[src/pcd_pkg.sv]
// constants shared by the pin change detect unit
// assumes a single system clock and a synchronous active-low reset
`default_nettype none
package pcd_pkg;
  // ****************************************
  // register map, byte wide, index = address
  // ****************************************
  localparam int unsigned ADDR_W = 4;
  localparam int unsigned DATA_W = 8;
  localparam logic [3:0] OFF_PORTA_RISE  = 4'h0;
  localparam logic [3:0] OFF_PORTA_FALL  = 4'h1;
  localparam logic [3:0] OFF_PORTA_FLAGS = 4'h2;
  localparam logic [3:0] OFF_PORTB_RISE  = 4'h3;
  localparam logic [3:0] OFF_PORTB_FALL  = 4'h4;
  localparam logic [3:0] OFF_PORTB_FLAGS = 4'h5;
  localparam logic [3:0] OFF_INT_CTRL    = 4'h6;

  // ****************************************
  // field layout and reset values
  // ****************************************
  localparam logic [7:0] PORTA_IMPL_MASK = 8'h3F;
  localparam logic [7:0] PORTB_IMPL_MASK = 8'hF0;
  localparam int unsigned PORTA_PINS     = 6;
  localparam int unsigned PORTB_PINS     = 4;
  localparam int unsigned PORTB_LOW_PIN  = 4;
  localparam int unsigned CTRL_MASTER_EN = 0;
  localparam int unsigned CTRL_SUMMARY   = 1;
  localparam logic [7:0] CTRL_IMPL_MASK  = 8'h03;
  localparam logic [7:0] REG_RESET       = 8'h00;

  // ****************************************
  // timing
  // ****************************************
  // sync stages plus the previous-sample stage
  localparam logic [1:0] SETTLE_CYCLES = 2'h3;

  typedef enum logic [1:0] {
    ST_RUN   = 2'b00,
    ST_SLEEP = 2'b01,
    ST_WAKE  = 2'b10
  } power_state_type;

  function automatic logic [7:0] port_mask(input logic is_portb);
    port_mask = is_portb ? PORTB_IMPL_MASK : PORTA_IMPL_MASK;
  endfunction
endpackage
`default_nettype wire

[src/pcd_edge_if.sv]
// edge events from the pin detector to the flag banks
// assumes both ends share i_clk
`default_nettype none
interface pcd_edge_if;
  logic [7:0] a_rise;
  logic [7:0] a_fall;
  logic [7:0] b_rise;
  logic [7:0] b_fall;
  modport source (output a_rise, output a_fall,
                  output b_rise, output b_fall);
  modport sink   (input a_rise, input a_fall,
                  input b_rise, input b_fall);
endinterface
`default_nettype wire

[src/pin_change_interrupt_unit.sv]
// pin change detect unit: register file, flags, interrupt and wake
// assumes a one-cycle register strobe port and pins already at logic level
`default_nettype none
module pin_change_interrupt_unit
  import pcd_pkg::*;
(
  input  wire logic        i_clk,
  input  wire logic        i_nrst,
  input  wire logic [5:0]  i_porta_pin,
  input  wire logic [3:0]  i_portb_pin,
  input  wire logic [3:0]  i_addr,
  input  wire logic [7:0]  i_wdata,
  input  wire logic        i_wr,
  input  wire logic        i_rd,
  input  wire logic        i_sleep,
  output var  logic [7:0]  o_rdata,
  output var  logic        o_irq,
  output var  logic        o_summary_flag,
  output var  logic        o_wake
);

  // ****************************************
  // declarations
  // ****************************************
  logic [7:0]      porta_rise_enable;
  logic [7:0]      porta_fall_enable;
  logic [7:0]      portb_rise_enable;
  logic [7:0]      portb_fall_enable;
  logic            change_int_master_enable;
  logic [7:0]      porta_change_flags;
  logic [7:0]      portb_change_flags;
  logic            next_summary;
  logic [7:0]      next_rdata;
  logic [7:0]      ctrl_view;
  logic            wr_porta_flags;
  logic            wr_portb_flags;
  logic            wake_request;
  power_state_type pstate;
  power_state_type next_pstate;

  pcd_edge_if edges ();

  // ****************************************
  // address decode
  // ****************************************
  function automatic logic hit_wr(input logic [3:0] off);
    hit_wr = i_wr && (i_addr == off);
  endfunction

  assign wr_porta_flags = hit_wr(OFF_PORTA_FLAGS);
  assign wr_portb_flags = hit_wr(OFF_PORTB_FLAGS);

  // ****************************************
  // pin sampling and edge detection
  // ****************************************
  pcd_edge_detect u_detect (
    .i_clk       (i_clk),
    .i_nrst      (i_nrst),
    .i_porta_pin (i_porta_pin),
    .i_portb_pin (i_portb_pin),
    .ev          (edges.source)
  );

  // ****************************************
  // edge enable registers
  // ****************************************
  always_ff @(posedge i_clk) begin
    if (!i_nrst) begin
      porta_rise_enable <= REG_RESET;
    end else if (hit_wr(OFF_PORTA_RISE)) begin
      porta_rise_enable <= i_wdata & PORTA_IMPL_MASK;
    end
  end

  always_ff @(posedge i_clk) begin
    if (!i_nrst) begin
      porta_fall_enable <= REG_RESET;
    end else if (hit_wr(OFF_PORTA_FALL)) begin
      porta_fall_enable <= i_wdata & PORTA_IMPL_MASK;
    end
  end

  always_ff @(posedge i_clk) begin
    if (!i_nrst) begin
      portb_rise_enable <= REG_RESET;
    end else if (hit_wr(OFF_PORTB_RISE)) begin
      portb_rise_enable <= i_wdata & PORTB_IMPL_MASK;
    end
  end

  always_ff @(posedge i_clk) begin
    if (!i_nrst) begin
      portb_fall_enable <= REG_RESET;
    end else if (hit_wr(OFF_PORTB_FALL)) begin
      portb_fall_enable <= i_wdata & PORTB_IMPL_MASK;
    end
  end

  // ****************************************
  // interrupt control register
  // ****************************************
  // summary bit is derived, writes to it are dropped
  always_ff @(posedge i_clk) begin
    if (!i_nrst) begin
      change_int_master_enable <= 1'b0;
    end else if (hit_wr(OFF_INT_CTRL)) begin
      change_int_master_enable <= i_wdata[CTRL_MASTER_EN];
    end
  end

  // ****************************************
  // change flags
  // ****************************************
  // banks run regardless of master enable
  pcd_flag_bank #(
    .IS_PORTB (1'b0)
  ) u_porta_flags (
    .i_clk     (i_clk),
    .i_nrst    (i_nrst),
    .ev        (edges.sink),
    .i_rise_en (porta_rise_enable),
    .i_fall_en (porta_fall_enable),
    .i_wr      (wr_porta_flags),
    .i_wdata   (i_wdata),
    .o_flags   (porta_change_flags)
  );

  pcd_flag_bank #(
    .IS_PORTB (1'b1)
  ) u_portb_flags (
    .i_clk     (i_clk),
    .i_nrst    (i_nrst),
    .ev        (edges.sink),
    .i_rise_en (portb_rise_enable),
    .i_fall_en (portb_fall_enable),
    .i_wr      (wr_portb_flags),
    .i_wdata   (i_wdata),
    .o_flags   (portb_change_flags)
  );

  // ****************************************
  // summary flag and interrupt request
  // ****************************************
  // one cycle behind the flags so both outputs come from flops
  assign next_summary = (|porta_change_flags) | (|portb_change_flags);

  always_ff @(posedge i_clk) begin
    if (!i_nrst) begin
      o_summary_flag <= 1'b0;
    end else begin
      o_summary_flag <= next_summary;
    end
  end

  // only the request is gated, flags keep collecting
  always_ff @(posedge i_clk) begin
    if (!i_nrst) begin
      o_irq <= 1'b0;
    end else begin
      o_irq <= next_summary & change_int_master_enable;
    end
  end

  // ****************************************
  // sleep and wake
  // ****************************************
  // wake is taken from the flag register itself, so the flag is
  // always visible before the core can run an instruction
  assign wake_request = change_int_master_enable & next_summary;

  always_comb begin
    next_pstate = pstate;
    unique case (pstate)
      ST_RUN: begin
        if (i_sleep) next_pstate = ST_SLEEP;
      end
      ST_SLEEP: begin
        if (!i_sleep) next_pstate = ST_RUN;
        else if (wake_request) next_pstate = ST_WAKE;
      end
      ST_WAKE: begin
        // held until the core drops its sleep level
        if (!i_sleep) next_pstate = ST_RUN;
      end
      default: begin
        next_pstate = ST_RUN;
      end
    endcase
  end

  always_ff @(posedge i_clk) begin
    if (!i_nrst) begin
      pstate <= ST_RUN;
    end else begin
      pstate <= next_pstate;
    end
  end

  always_ff @(posedge i_clk) begin
    if (!i_nrst) begin
      o_wake <= 1'b0;
    end else begin
      o_wake <= (next_pstate == ST_WAKE);
    end
  end

  // ****************************************
  // register read
  // ****************************************
  always_comb begin
    ctrl_view = 8'h00;
    ctrl_view[CTRL_MASTER_EN] = change_int_master_enable;
    ctrl_view[CTRL_SUMMARY]   = next_summary;
  end

  always_comb begin
    next_rdata = 8'h00;
    if (i_rd) begin
      unique case (i_addr)
        OFF_PORTA_RISE:  next_rdata = porta_rise_enable;
        OFF_PORTA_FALL:  next_rdata = porta_fall_enable;
        OFF_PORTA_FLAGS: next_rdata = porta_change_flags;
        OFF_PORTB_RISE:  next_rdata = portb_rise_enable;
        OFF_PORTB_FALL:  next_rdata = portb_fall_enable;
        OFF_PORTB_FLAGS: next_rdata = portb_change_flags;
        OFF_INT_CTRL:    next_rdata = ctrl_view & CTRL_IMPL_MASK;
        // unmapped addresses answer zero
        default:         next_rdata = 8'h00;
      endcase
    end
  end

  // data stands only in the cycle after the read strobe
  always_ff @(posedge i_clk) begin
    if (!i_nrst) begin
      o_rdata <= 8'h00;
    end else begin
      o_rdata <= next_rdata;
    end
  end

endmodule
`default_nettype wire

[src/pcd_edge_detect.sv]
// pin synchronisers and per-pin rise/fall detection
// assumes pins may change at any time relative to i_clk
`default_nettype none
module pcd_edge_detect
  import pcd_pkg::*;
(
  input  wire logic        i_clk,
  input  wire logic        i_nrst,
  input  wire logic [5:0]  i_porta_pin,
  input  wire logic [3:0]  i_portb_pin,
  pcd_edge_if.source       ev
);
  logic [15:0] pin_vec;
  logic [15:0] meta;
  logic [15:0] cur;
  logic [15:0] prev;
  logic [1:0]  settle;
  logic        armed;

  assign pin_vec = {i_portb_pin, 4'h0, 2'h0, i_porta_pin};
  assign armed   = (settle == SETTLE_CYCLES);

  // no edges until the pipe holds real samples, else reset fakes a rise
  always_ff @(posedge i_clk) begin
    if (!i_nrst) settle <= 2'h0;
    else if (!armed) settle <= settle + 2'h1;
  end

  genvar g;
  generate
    for (g = 0; g < 16; g++) begin : g_pin
      always_ff @(posedge i_clk) begin
        if (!i_nrst) begin
          meta[g] <= 1'b0;
          cur[g]  <= 1'b0;
          prev[g] <= 1'b0;
        end else begin
          meta[g] <= pin_vec[g];
          cur[g]  <= meta[g];
          prev[g] <= cur[g];
        end
      end
    end
  endgenerate

  assign ev.a_rise = armed ? (cur[7:0] & ~prev[7:0]) : 8'h00;
  assign ev.a_fall = armed ? (~cur[7:0] & prev[7:0]) : 8'h00;
  assign ev.b_rise = armed ? (cur[15:8] & ~prev[15:8]) : 8'h00;
  assign ev.b_fall = armed ? (~cur[15:8] & prev[15:8]) : 8'h00;
endmodule
`default_nettype wire

[src/pcd_flag_bank.sv]
// change flags of one port: hardware sets, software writes
// assumes enables and write strobe come from the register file
`default_nettype none
module pcd_flag_bank
  import pcd_pkg::*;
#(
  parameter bit IS_PORTB = 1'b0
)
(
  input  wire logic        i_clk,
  input  wire logic        i_nrst,
  pcd_edge_if.sink         ev,
  input  wire logic [7:0]  i_rise_en,
  input  wire logic [7:0]  i_fall_en,
  input  wire logic        i_wr,
  input  wire logic [7:0]  i_wdata,
  output var  logic [7:0]  o_flags
);
  logic [7:0] rise;
  logic [7:0] fall;
  logic [7:0] hit;
  logic [7:0] kept;

  assign rise = IS_PORTB ? ev.b_rise : ev.a_rise;
  assign fall = IS_PORTB ? ev.b_fall : ev.a_fall;
  // either detector may fire, both at once is legal
  assign hit  = (rise & i_rise_en) | (fall & i_fall_en);
  assign kept = i_wr ? i_wdata : o_flags;

  always_ff @(posedge i_clk) begin
    if (!i_nrst) o_flags <= REG_RESET;
    // set beats a same-cycle write of zero
    else o_flags <= (kept | hit) & port_mask(IS_PORTB);
  end
endmodule
`default_nettype wire

[config.mk]
export PLATFORM = sky130hd
export DESIGN_NAME = pin_change_interrupt_unit
export DESIGN_NICKNAME = d
export VERILOG_FILES = /design/src/pcd_pkg.sv /design/src/pcd_edge_if.sv /design/src/pin_change_interrupt_unit.sv /design/src/pcd_edge_detect.sv /design/src/pcd_flag_bank.sv
export SDC_FILE = /design/constraint.sdc
export NUM_CORES = 1
export LEC_CHECK = 0
export BUFFER_PORTS_ARGS = -buffer_cell sky130_fd_sc_hd__buf_2
export CAP_MARGIN = 40
export CORE_MARGIN = 2
export CORE_UTILIZATION = 25
export CTS_CLUSTER_SIZE = 30
export DETAILED_ROUTE_END_ITERATION = 7
export PLACE_DENSITY_LB_ADDON = 0.1
export SLEW_MARGIN = 20
export SYNTH_ARGS = -nofsm -noshare
export SYNTH_HDL_FRONTEND = slang
export SYNTH_SLANG_ARGS = --single-unit
[constraint.sdc]
create_clock -name i_clk -period 2.2 [get_ports i_clk]
set_input_delay 0.22 -clock i_clk [delete_from_list [all_inputs] [get_ports i_clk]]
set_output_delay 0.22 -clock i_clk [all_outputs]
set_load 0.01 [all_outputs]
# [Word level (Yosys, flattened, before mapping)]
# Index checks and enable logic that the tools add are counted.
[classes] bitwise=18 n_addsub=1 reduce_logical=12 n_eq_ne=10 mux=12
[ops] operator="$pmux W8 S7" count=1
[ops] operator="$and A8 B8 Y8" count=4
[ops] operator="$and A6 B6 Y6" count=4
[ops] operator="$mux W8" count=3
[ops] operator="$mux W6" count=3
[ops] operator="$not A8 Y8" count=2
[ops] operator="$or A8 B8 Y8" count=2
[ops] operator="$reduce_or A8 Y1" count=2
[ops] operator="$eq A4 B3 Y1 const B" count=3
[ops] operator="$not A6 Y6" count=2
[ops] operator="$or A6 B6 Y6" count=2
[ops] operator="$eq A4 B2 Y1 const B" count=2
[ops] operator="$mux W2" count=4
[ops] operator="$logic_and A1 B1 Y1" count=7
[ops] operator="$eq A2 B2 Y1 const B" count=3
[ops] operator="$pmux W2 S3" count=1
[ops] operator="$eq A4 B1 Y1 const B" count=1
[ops] operator="$logic_not A4 Y1" count=1
[ops] operator="$add A2 B1 Y2 const B" count=1
[ops] operator="$eq A2 B1 Y1 const B" count=1
[ops] operator="$logic_not A2 Y1" count=1
[ops] operator="$reduce_and A2 Y1" count=1
[ops] operator="$and A1 B1 Y1" count=1
[ops] operator="$or A1 B1 Y1" count=1
[totals] ff_bits=80

# [Logic depth before layout (Yosys ltp)]
# Gate-level depths: netlist of the first run.
[logic_depth] depth_word=7 ltp_mapped=6

# [Hierarchy]
# A second synthesis of the first run with hierarchy kept.
[unflattened] cells_unflattened=324 hier_area_um2=3231.8
[by_module_without_submodules] mod="pin_change_interrupt_unit" n_inst=1 cells_per_inst=158 seq_area_each_um2=680.7 area_each_um2=1524.0
[by_module_without_submodules] mod="pcd_edge_detect" n_inst=1 cells_per_inst=116 seq_area_each_um2=640.6 area_each_um2=1182.4
[by_module_without_submodules] mod="pcd_flag_bank at u_porta_flags" n_inst=1 cells_per_inst=28 seq_area_each_um2=120.1 area_each_um2=300.3
[by_module_without_submodules] mod="pcd_flag_bank at u_portb_flags" n_inst=1 cells_per_inst=22 seq_area_each_um2=80.1 area_each_um2=225.2

# [Least setup slack after synthesis of the first run]
# OpenSTA, ideal clock, no wires.
[synth_timing] kind="input-to-reg" startpoint="in i_addr[0]" endpoint="reg u_portb_flags.o_flags[4]" setup_time_ps=119 slack_ps=1032 t_arrival_ps=1050 stages=6 path_cell_list="buf_4 > nor2b_1 > and2_4 > buf_6 > mux2i_1 > a21boi_1"
[synth_between] elab_chain_len=4
[synth_rtl] item="from (decl)" line="pin_change_interrupt_unit.sv:11" rtl="input wire logic [3:0] i_addr,"
[synth_rtl] item="$eq A4 B3 Y1" line="pin_change_interrupt_unit.sv:47" rtl="hit_wr = i_wr && (i_addr == off);"
[synth_rtl] item="$logic_and A1 B1 Y1" line="pin_change_interrupt_unit.sv:47"
[synth_rtl] item="$mux W8" line="pcd_flag_bank.sv:28" rtl="assign kept = i_wr ? i_wdata : o_flags;"
[synth_rtl] item="$or A8 B8 Y8" line="pcd_flag_bank.sv:33" rtl="else o_flags <= (kept | hit) & port_mask(IS_PORTB);"
[synth_rtl] item="to (signal assigned)" line="pcd_flag_bank.sv:33"
[synth_rtl] item="to (decl)" line="pcd_flag_bank.sv:17" rtl="output var logic [7:0] o_flags"
# No other way between the ends.
# A chain may end at the register's enable or synchronous reset.

# [Worst setup path after layout of the first run]
[layout_timing] startpoint="reg u_porta_flags.o_flags[4]" endpoint="reg o_rdata[1]"
[layout_between] elab_chain_len=3
[layout_rtl] item="from (decl)" line="pcd_flag_bank.sv:17"
[layout_rtl] item="from (signal assigned)" line="pcd_flag_bank.sv:33"
[layout_rtl] item="$reduce_or A8 Y1" line="pin_change_interrupt_unit.sv:145" rtl="assign next_summary = (|porta_change_flags) | (|portb_change_flags);"
[layout_rtl] item="$or A1 B1 Y1" line="pin_change_interrupt_unit.sv:145"
[layout_rtl] item="$pmux W8 S7" line="pin_change_interrupt_unit.sv:219" rtl="unique case (i_addr)"
[layout_rtl] item="to (signal assigned)" line="pin_change_interrupt_unit.sv:238" rtl="o_rdata <= next_rdata;"
[layout_rtl] item="to (decl)" line="pin_change_interrupt_unit.sv:16" rtl="output var logic [7:0] o_rdata,"
# No other way between the ends.

==> results.json, run 1 <==
{
  "syn_area_um2": 3020,
  "yosysTopAreaCellShare_pct": 50.4,
  "grt_overflow": 0,
  "fp.dieW_um": 114,
  "synth_edf_count": 0,
  "status": "finished, final reports clean",
  "clockBufferDepth": 2,
  "cts_tree": "done",
  "grt_usage_pct": 11.8,
  "grt_max_degree": 42,
  "critPathBufInv": 0,
  "port_buffers": 37,
  "clk_root_buffer_cell": "clkbuf_16",
  "numCtsBuffers": 9,
  "clk_latency_ns": 0.33,
  "routedWlPerCell_um": 14.2,
  "wl_um": 7170,
  "crit_family": "simple AND/OR/NAND/NOR gates",
  "synthFlopType": "dfxtp_1",
  "min_period_over_period_pct": 65.1,
  "slowest_stage": "nor4_1",
  "p_per_area_nw_per_um2": 898,
  "cts_resized": 0,
  "grt_use_met3_pct": 2.87,
  "use_met2_pct": 17.7,
  "maxCapViolations": 0,
  "gp_congestion": 0.736,
  "reg2reg_slack_ns": 0.77,
  "die-height_um": 114,
  "p_seq_share_pct": 43.7,
  "grt_busiest_layer": "met2",
  "drc": 0,
  "vias": 2243,
  "total_power_mw": 3.29,
  "antennaDiodeCount": 0,
  "holdCritPathClass": "in2reg",
  "netlist_instances": 317,
  "min_period_ns": 1.43,
  "detail-route-antenna-nets": 0,
  "stdcell_area_um2": 3660,
  "placed_cell_area_um2": 3320,
  "synthTopCellsByArea": "dfxtp_1 (50%), and2_1 (6.6%), nand2_1 (4.7%)",
  "critPathMaxStageDelay_ns": 0.40,
  "row_count": 40,
  "coreArea_um2": 11900,
  "ctsHoldBuffers": 0,
  "ys_types": 37,
  "dieArea_um2": 13000,
  "crit_type": "reg2reg",
  "drv_slew": 0,
  "p_comb_share_pct": 5.6,
  "netlist.top_cell.by_area": "dfxtp_1",
  "p_int_mw": 2.62,
  "seq_area_frac_synth_pct": 50.4,
  "htree_levels": 3,
  "synthesis.nets": 345,
  "yosysWarnings": 0,
  "ys_ff_latch": 76,
  "num_io_pins": 38,
  "antenna_found_initial": 0,
  "syn_to_final_growth_pct": 21.2,
  "cp_data_required_time_ns": 2.42,
  "floorplan.initialDensity_pct": 25.4,
  "viasPerCell": 4.46,
  "cts_sinks": 76,
  "grt_pass1_wl_um": 11700,
  "fin_skew_ns": 0.00522,
  "mostFrequentLayoutCells": "dfxtp_1 (76), nand2_1 (38), buf_2 (37)",
  "ir_drop_mv": 0.291,
  "fmax_mhz": 698,
  "use_met1_pct": 15.9,
  "leakage_nw": 1.35,
  "final_common_cell": "dfxtp_1",
  "start_kind": "flop",
  "nets": 380,
  "instances_no_fill": 503,
  "place_inst": 488,
  "async_reset_ff_share_pct": 0,
  "drive_gt1_share_pct": 17.7,
  "pwr-share-clk_pct": 50.7,
  "setup_violations": 0,
  "dp_hpwl_um": 5060,
  "grt_pass1_vias": 2239,
  "synth.avg_cell_area_um2": 9.53,
  "rsz0062_at_grt": "no",
  "cts_setup_buffers": 0,
  "drt_pass1_iterations": 4,
  "slew_headroom_pct": 64.4,
  "hold_viol": 0,
  "cp_max_fo": 5,
  "clkTransAtPathRegs_ns": 0.06,
  "drtIter0Drc": 153,
  "cp_cell_sequence": "nor4_1 -> nand3_1 -> a32oi_1 -> nor2_1",
  "switching_share_pct": 20.2,
  "fin_tns_setup_ns": 0,
  "worstMarginPinSlew_ns": 0.534,
  "netSwitchingPower_mw": 0.664,
  "arrival_ns": 1.65,
  "crit_path_end_kind": "flop"
}
==> metal layers <==
metal	wire [um]	vias to the layer above
li1	-	1168
met1	3680	1027
met2	3110	40
met3	285	8
met4	90	0
met5	0	-
==> power by group through the flow <==
stage,sequential (mW),clock [mW],combinational [mW]
after floorplan,1.46,0,0.122
after global placement,1.47,0,0.185
after detailed placement,1.47,0,0.187
after CTS,1.44,1.73,0.188
after global routing,1.44,1.77,0.208
final,1.44,1.67,0.184
==> flip-flops by register name (all words and copies together), names as in the netlist, 4 cells and up <==
signal and cells:
porta_rise_enable 6, u_detect.cur 10, o_rdata 8, portb_rise_enable 4, portb_fall_enable 4, u_portb_flags.o_flags 4, u_detect.meta 10, u_porta_flags.o_flags 6
porta_fall_enable 6, u_detect.prev 10
==> cell usage after synthesis, types with 2 or more instances <==
cell type   n
a21boi_1   11
dfxtp_1    76
mux2i_1    14
nand3b_1   11
nand3_1    25
buf_4       3
clkbuf_1    9
o21ai_0    10
nor4_1      3
buf_2       4
nand4b_1    2
and3_1      2
and2_1     32
buf_6       4
a21oi_1     6
a21boi_0   16
a22o_1      4
nor2_1     13
nand2_1    38
a22oi_1     9
nor2b_1     9
==> cell type report <==
cell class              count  area (um^2)
clock inverters             5          100
well taps                 147          184
clock buffers              10          239
inverters                   1         3.75
flip-flops and latches     76         1520
fillers                  1257         8250
repair buffers             44          238
multi-input cells         220         1380
==> stage by stage <==
stage | hold slack [ns] | setup slack [ns] | utilization, %
final | 0.0884 | 0.768 | 30.7
after global routing | 0.0838 | 0.675 | 30.7
after CTS | 0.0737 | 0.766 | 30.7
after detailed placement | 0.418 | 0.676 | 27.9
after global placement | 0.416 | 0.671 | 27.9
after floorplan | 0.347 | 1.03 | -
==> worst register-to-register path, delay by kind of cell (launching register included) <==
family             cells  cell delay (ns)
DFF                    1             0.32
AOI/OAI and AO/OA      1             0.26
and+or+nand+nor        3             0.73
==> kinds of logic after synthesis <==
group | count (synthesis) | share of synthesized area, %
flops | 76 | 50.4
buf+inv | 21 | 4.14
mux | 16 | 5.76
compound gates | 61 | 14.1
xor+xnor | 1 | 0.290
fa+ha+maj | 1 | 0.414
simple gates | 141 | 24.9
==> path summary, 6_finish.rpt <==
check / end / cells after the start / from
min: u_detect.meta[12] / 2 / i_portb_pin[0]
max: o_rdata[1] / 4 / u_porta_flags.o_flags[4]
max reg2reg: o_rdata[1] / 4 / u_porta_flags.o_flags[4]
min reg2reg: u_detect.cur[13] / 1 / u_detect.meta[13]
Note: power is estimated with default switching activity, not from simulation.
==> inputs of run 2 (changes only) <==
ABC_AREA = 1   (was not set)
clock period = 1.4 ns   (was 2.2 ns; I/O delays follow)
==> results.json, run 2 <==
{
  "grt_pass1_vias": 2491,
  "yosysTopAreaCellShare_pct": 50.2,
  "p_per_area_nw_per_um2": 1220,
  "grt_usage_pct": 12.8,
  "leakage_nw": 1.89,
  "clk_root_buffer_cell": "clkbuf_16",
  "coreArea_um2": 11900,
  "nets": 510,
  "utilization_pct": 31.9,
  "fp.dieW_um": 114,
  "drc": 0,
  "htree_levels": 3,
  "maxCapViolations": 0,
  "min_period_over_period_pct": 87.3,
  "antenna_found_initial": 0,
  "seq_area_frac_synth_pct": 50.2,
  "synthesis.nets": 452,
  "cts_tree": "done",
  "final_common_cell": "nand2_1",
  "setup_violations": 0,
  "netlist.top_cell.by_area": "dfxtp_1",
  "mostFrequentLayoutCells": "nand2_1 (121), dfxtp_1 (76), inv_1 (70)",
  "slew_headroom_pct": 73.6,
  "ys_ff_latch": 76,
  "synth_adder_area_share_pct": 0.413,
  "instances_no_fill": 630,
  "synth_compound_area_share_pct": 10.7,
  "wl_um": 7770,
  "viasPerCell": 4.15,
  "cts_resized": 0,
  "grt_pass1_wl_um": 12600,
  "min_period_ns": 1.22,
  "synth_top_cells_by_count": "nand2_1 (121), dfxtp_1 (76), inv_1 (70)",
  "ir_drop_mv": 0.500,
  "cp_max_fo": 10,
  "place_inst": 608,
  "rr_startpoint": "u_detect.settle[0]",
  "cts_sinks": 76,
  "crit_type": "reg2reg",
  "syn_area_um2": 3030,
  "clockBufferDepth": 2,
  "grt_max_degree": 46,
  "synth.avg_cell_area_um2": 7.14,
  "detail-route-antenna-nets": 0,
  "port_buffers": 37,
  "total_power_mw": 4.63,
  "yosys.area_share.simple_pct": 27.7,
  "place_ws_ns": 0.123,
  "cp_data_required_time_ns": 1.62,
  "stdcell_area_um2": 3800,
  "row_count": 40,
  "yosysWarnings": 0,
  "worst_slack_ns": 0.178,
  "synth_top_family_by_area": "simple AND/OR/NAND/NOR gates",
  "synth_mux_area_share_pct": 0,
  "hold_viol": 0,
  "start_kind": "flop",
  "num-fill-cells": 1299,
  "gp_congestion": 0.775,
  "drv_slew": 0,
  "hp-start": "i_sleep",
  "num_io_pins": 38,
  "grt_overflow": 0,
  "drt_pass1_iterations": 4,
  "fin_tns_setup_ns": 0,
  "numCtsBuffers": 9,
  "fin_skew_ns": 0.00516,
  "hold_slack_ns": 0.0901,
  "synthXorXnorAreaFrac_pct": 0,
  "status": "finished, final reports clean",
  "syn_to_final_growth_pct": 25.5,
  "dieArea_um2": 13000,
  "synth_edf_count": 0,
  "synthTopCellsByArea": "dfxtp_1 (50%), nand2_1 (15%), inv_1 (8.7%)",
  "arrival_ns": 1.45,
  "clkTransAtPathRegs_ns": 0.05,
  "routedWlPerCell_um": 12.3,
  "drive_gt1_share_pct": 15.1,
  "dp_hpwl_um": 5580,
  "holdCritPathClass": "in2reg",
  "crit_path_end_kind": "flop",
  "fmax_mhz": 818,
  "ys_types": 20,
  "drtIter0Drc": 123,
  "async_reset_ff_share_pct": 0,
  "antennaDiodeCount": 0,
  "vias": 2617,
  "synthFlopType": "dfxtp_1",
  "synth_most_common_cell": "nand2_1",
  "worstMarginPinSlew_ns": 0.395,
  "placed_cell_area_um2": 3460,
  "netlist_instances": 424,
  "cp-startpoint": "u_detect.settle[0]",
  "reg_top3": "u_detect.cur: 10 flops, u_detect.meta: 10 flops, u_detect.prev: 10 flops",
  "die-height_um": 114,
  "floorplan.initialDensity_pct": 25.4,
  "clk_latency_ns": 0.33,
  "rsz0062_at_grt": "no"
}
==> run 2: cell types whose count changed after synthesis, sizes merged, moves of 23 or more <==
cell    before  now
and2        33    0
inv          1   73
a21oi        6   36
a21boi      27    0
nor2        13   36
nand2       38  123
==> run 2: cell families (layout without fill, tap and decap cells) <==
logic type / Yosys count / count (layout)
fa+ha+maj: 1 / 1
simple gates: 198 / 198
flops: 76 / 76
compound gates: 64 / 64
buf+inv: 85 / 144
==> run 2: worst paths after layout <==
| path | endpoint | slack, ns | depth (start not counted) |
|---|---|---|---|
| setup / recovery | u_porta_flags.o_flags[3] | 0.18 | 8 |
| hold / removal | pstate[1] | 0.09 | 3 |
| setup reg to reg | u_porta_flags.o_flags[3] | 0.18 | 8 |
| hold reg to reg | u_detect.cur[14] | 0.41 | 2 |
==> run 2: area by class of cell <==
type                       instances  area (um^2)  area share [%]
sequential                        76         1520            40.0
multi-input combinational        263         1180            30.9
timing repair buffer              59          400            10.5
inverter                          73          274            7.21
clock buffer                      12          246            6.48
tap                              147          184            4.84
==> run 2: critical path, stage by stage (launching register included) <==
cell and delay, ns:
dfxtp_1 0.32, ha_1 0.20, inv_1 0.14, buf_12 0.16, nor2_1 0.05, nand2_1 0.06
nand3_1 0.08, nand2_1 0.07, inv_1 0.04
==> run 2: power by group <==
group / internal, mW / leakage, nW / total, mW / switching, mW
sequential: 2.23 / 0.619 / 2.27 / 0.0357
clock: 1.21 / 0.120 / 2.02 / 0.809
combinational: 0.137 / 1.15 / 0.343 / 0.206
==> run 2: repair_timing <==
action	in CTS	in global routing
endpoints found under the setup margin	0	0
hold endpoints to repair	10	0
hold buffers	10	0
setup buffers	0	0
==> run 2: layer usage <==
layer	GRT usage, %	share of wire (%)	vias to the layer above
met2	19.1	43	40
li1	-	-	1423
met1	17.4	52	1148
met4	5.85	1.7	0
met3	3.23	3.6	6
met5	0	0	-
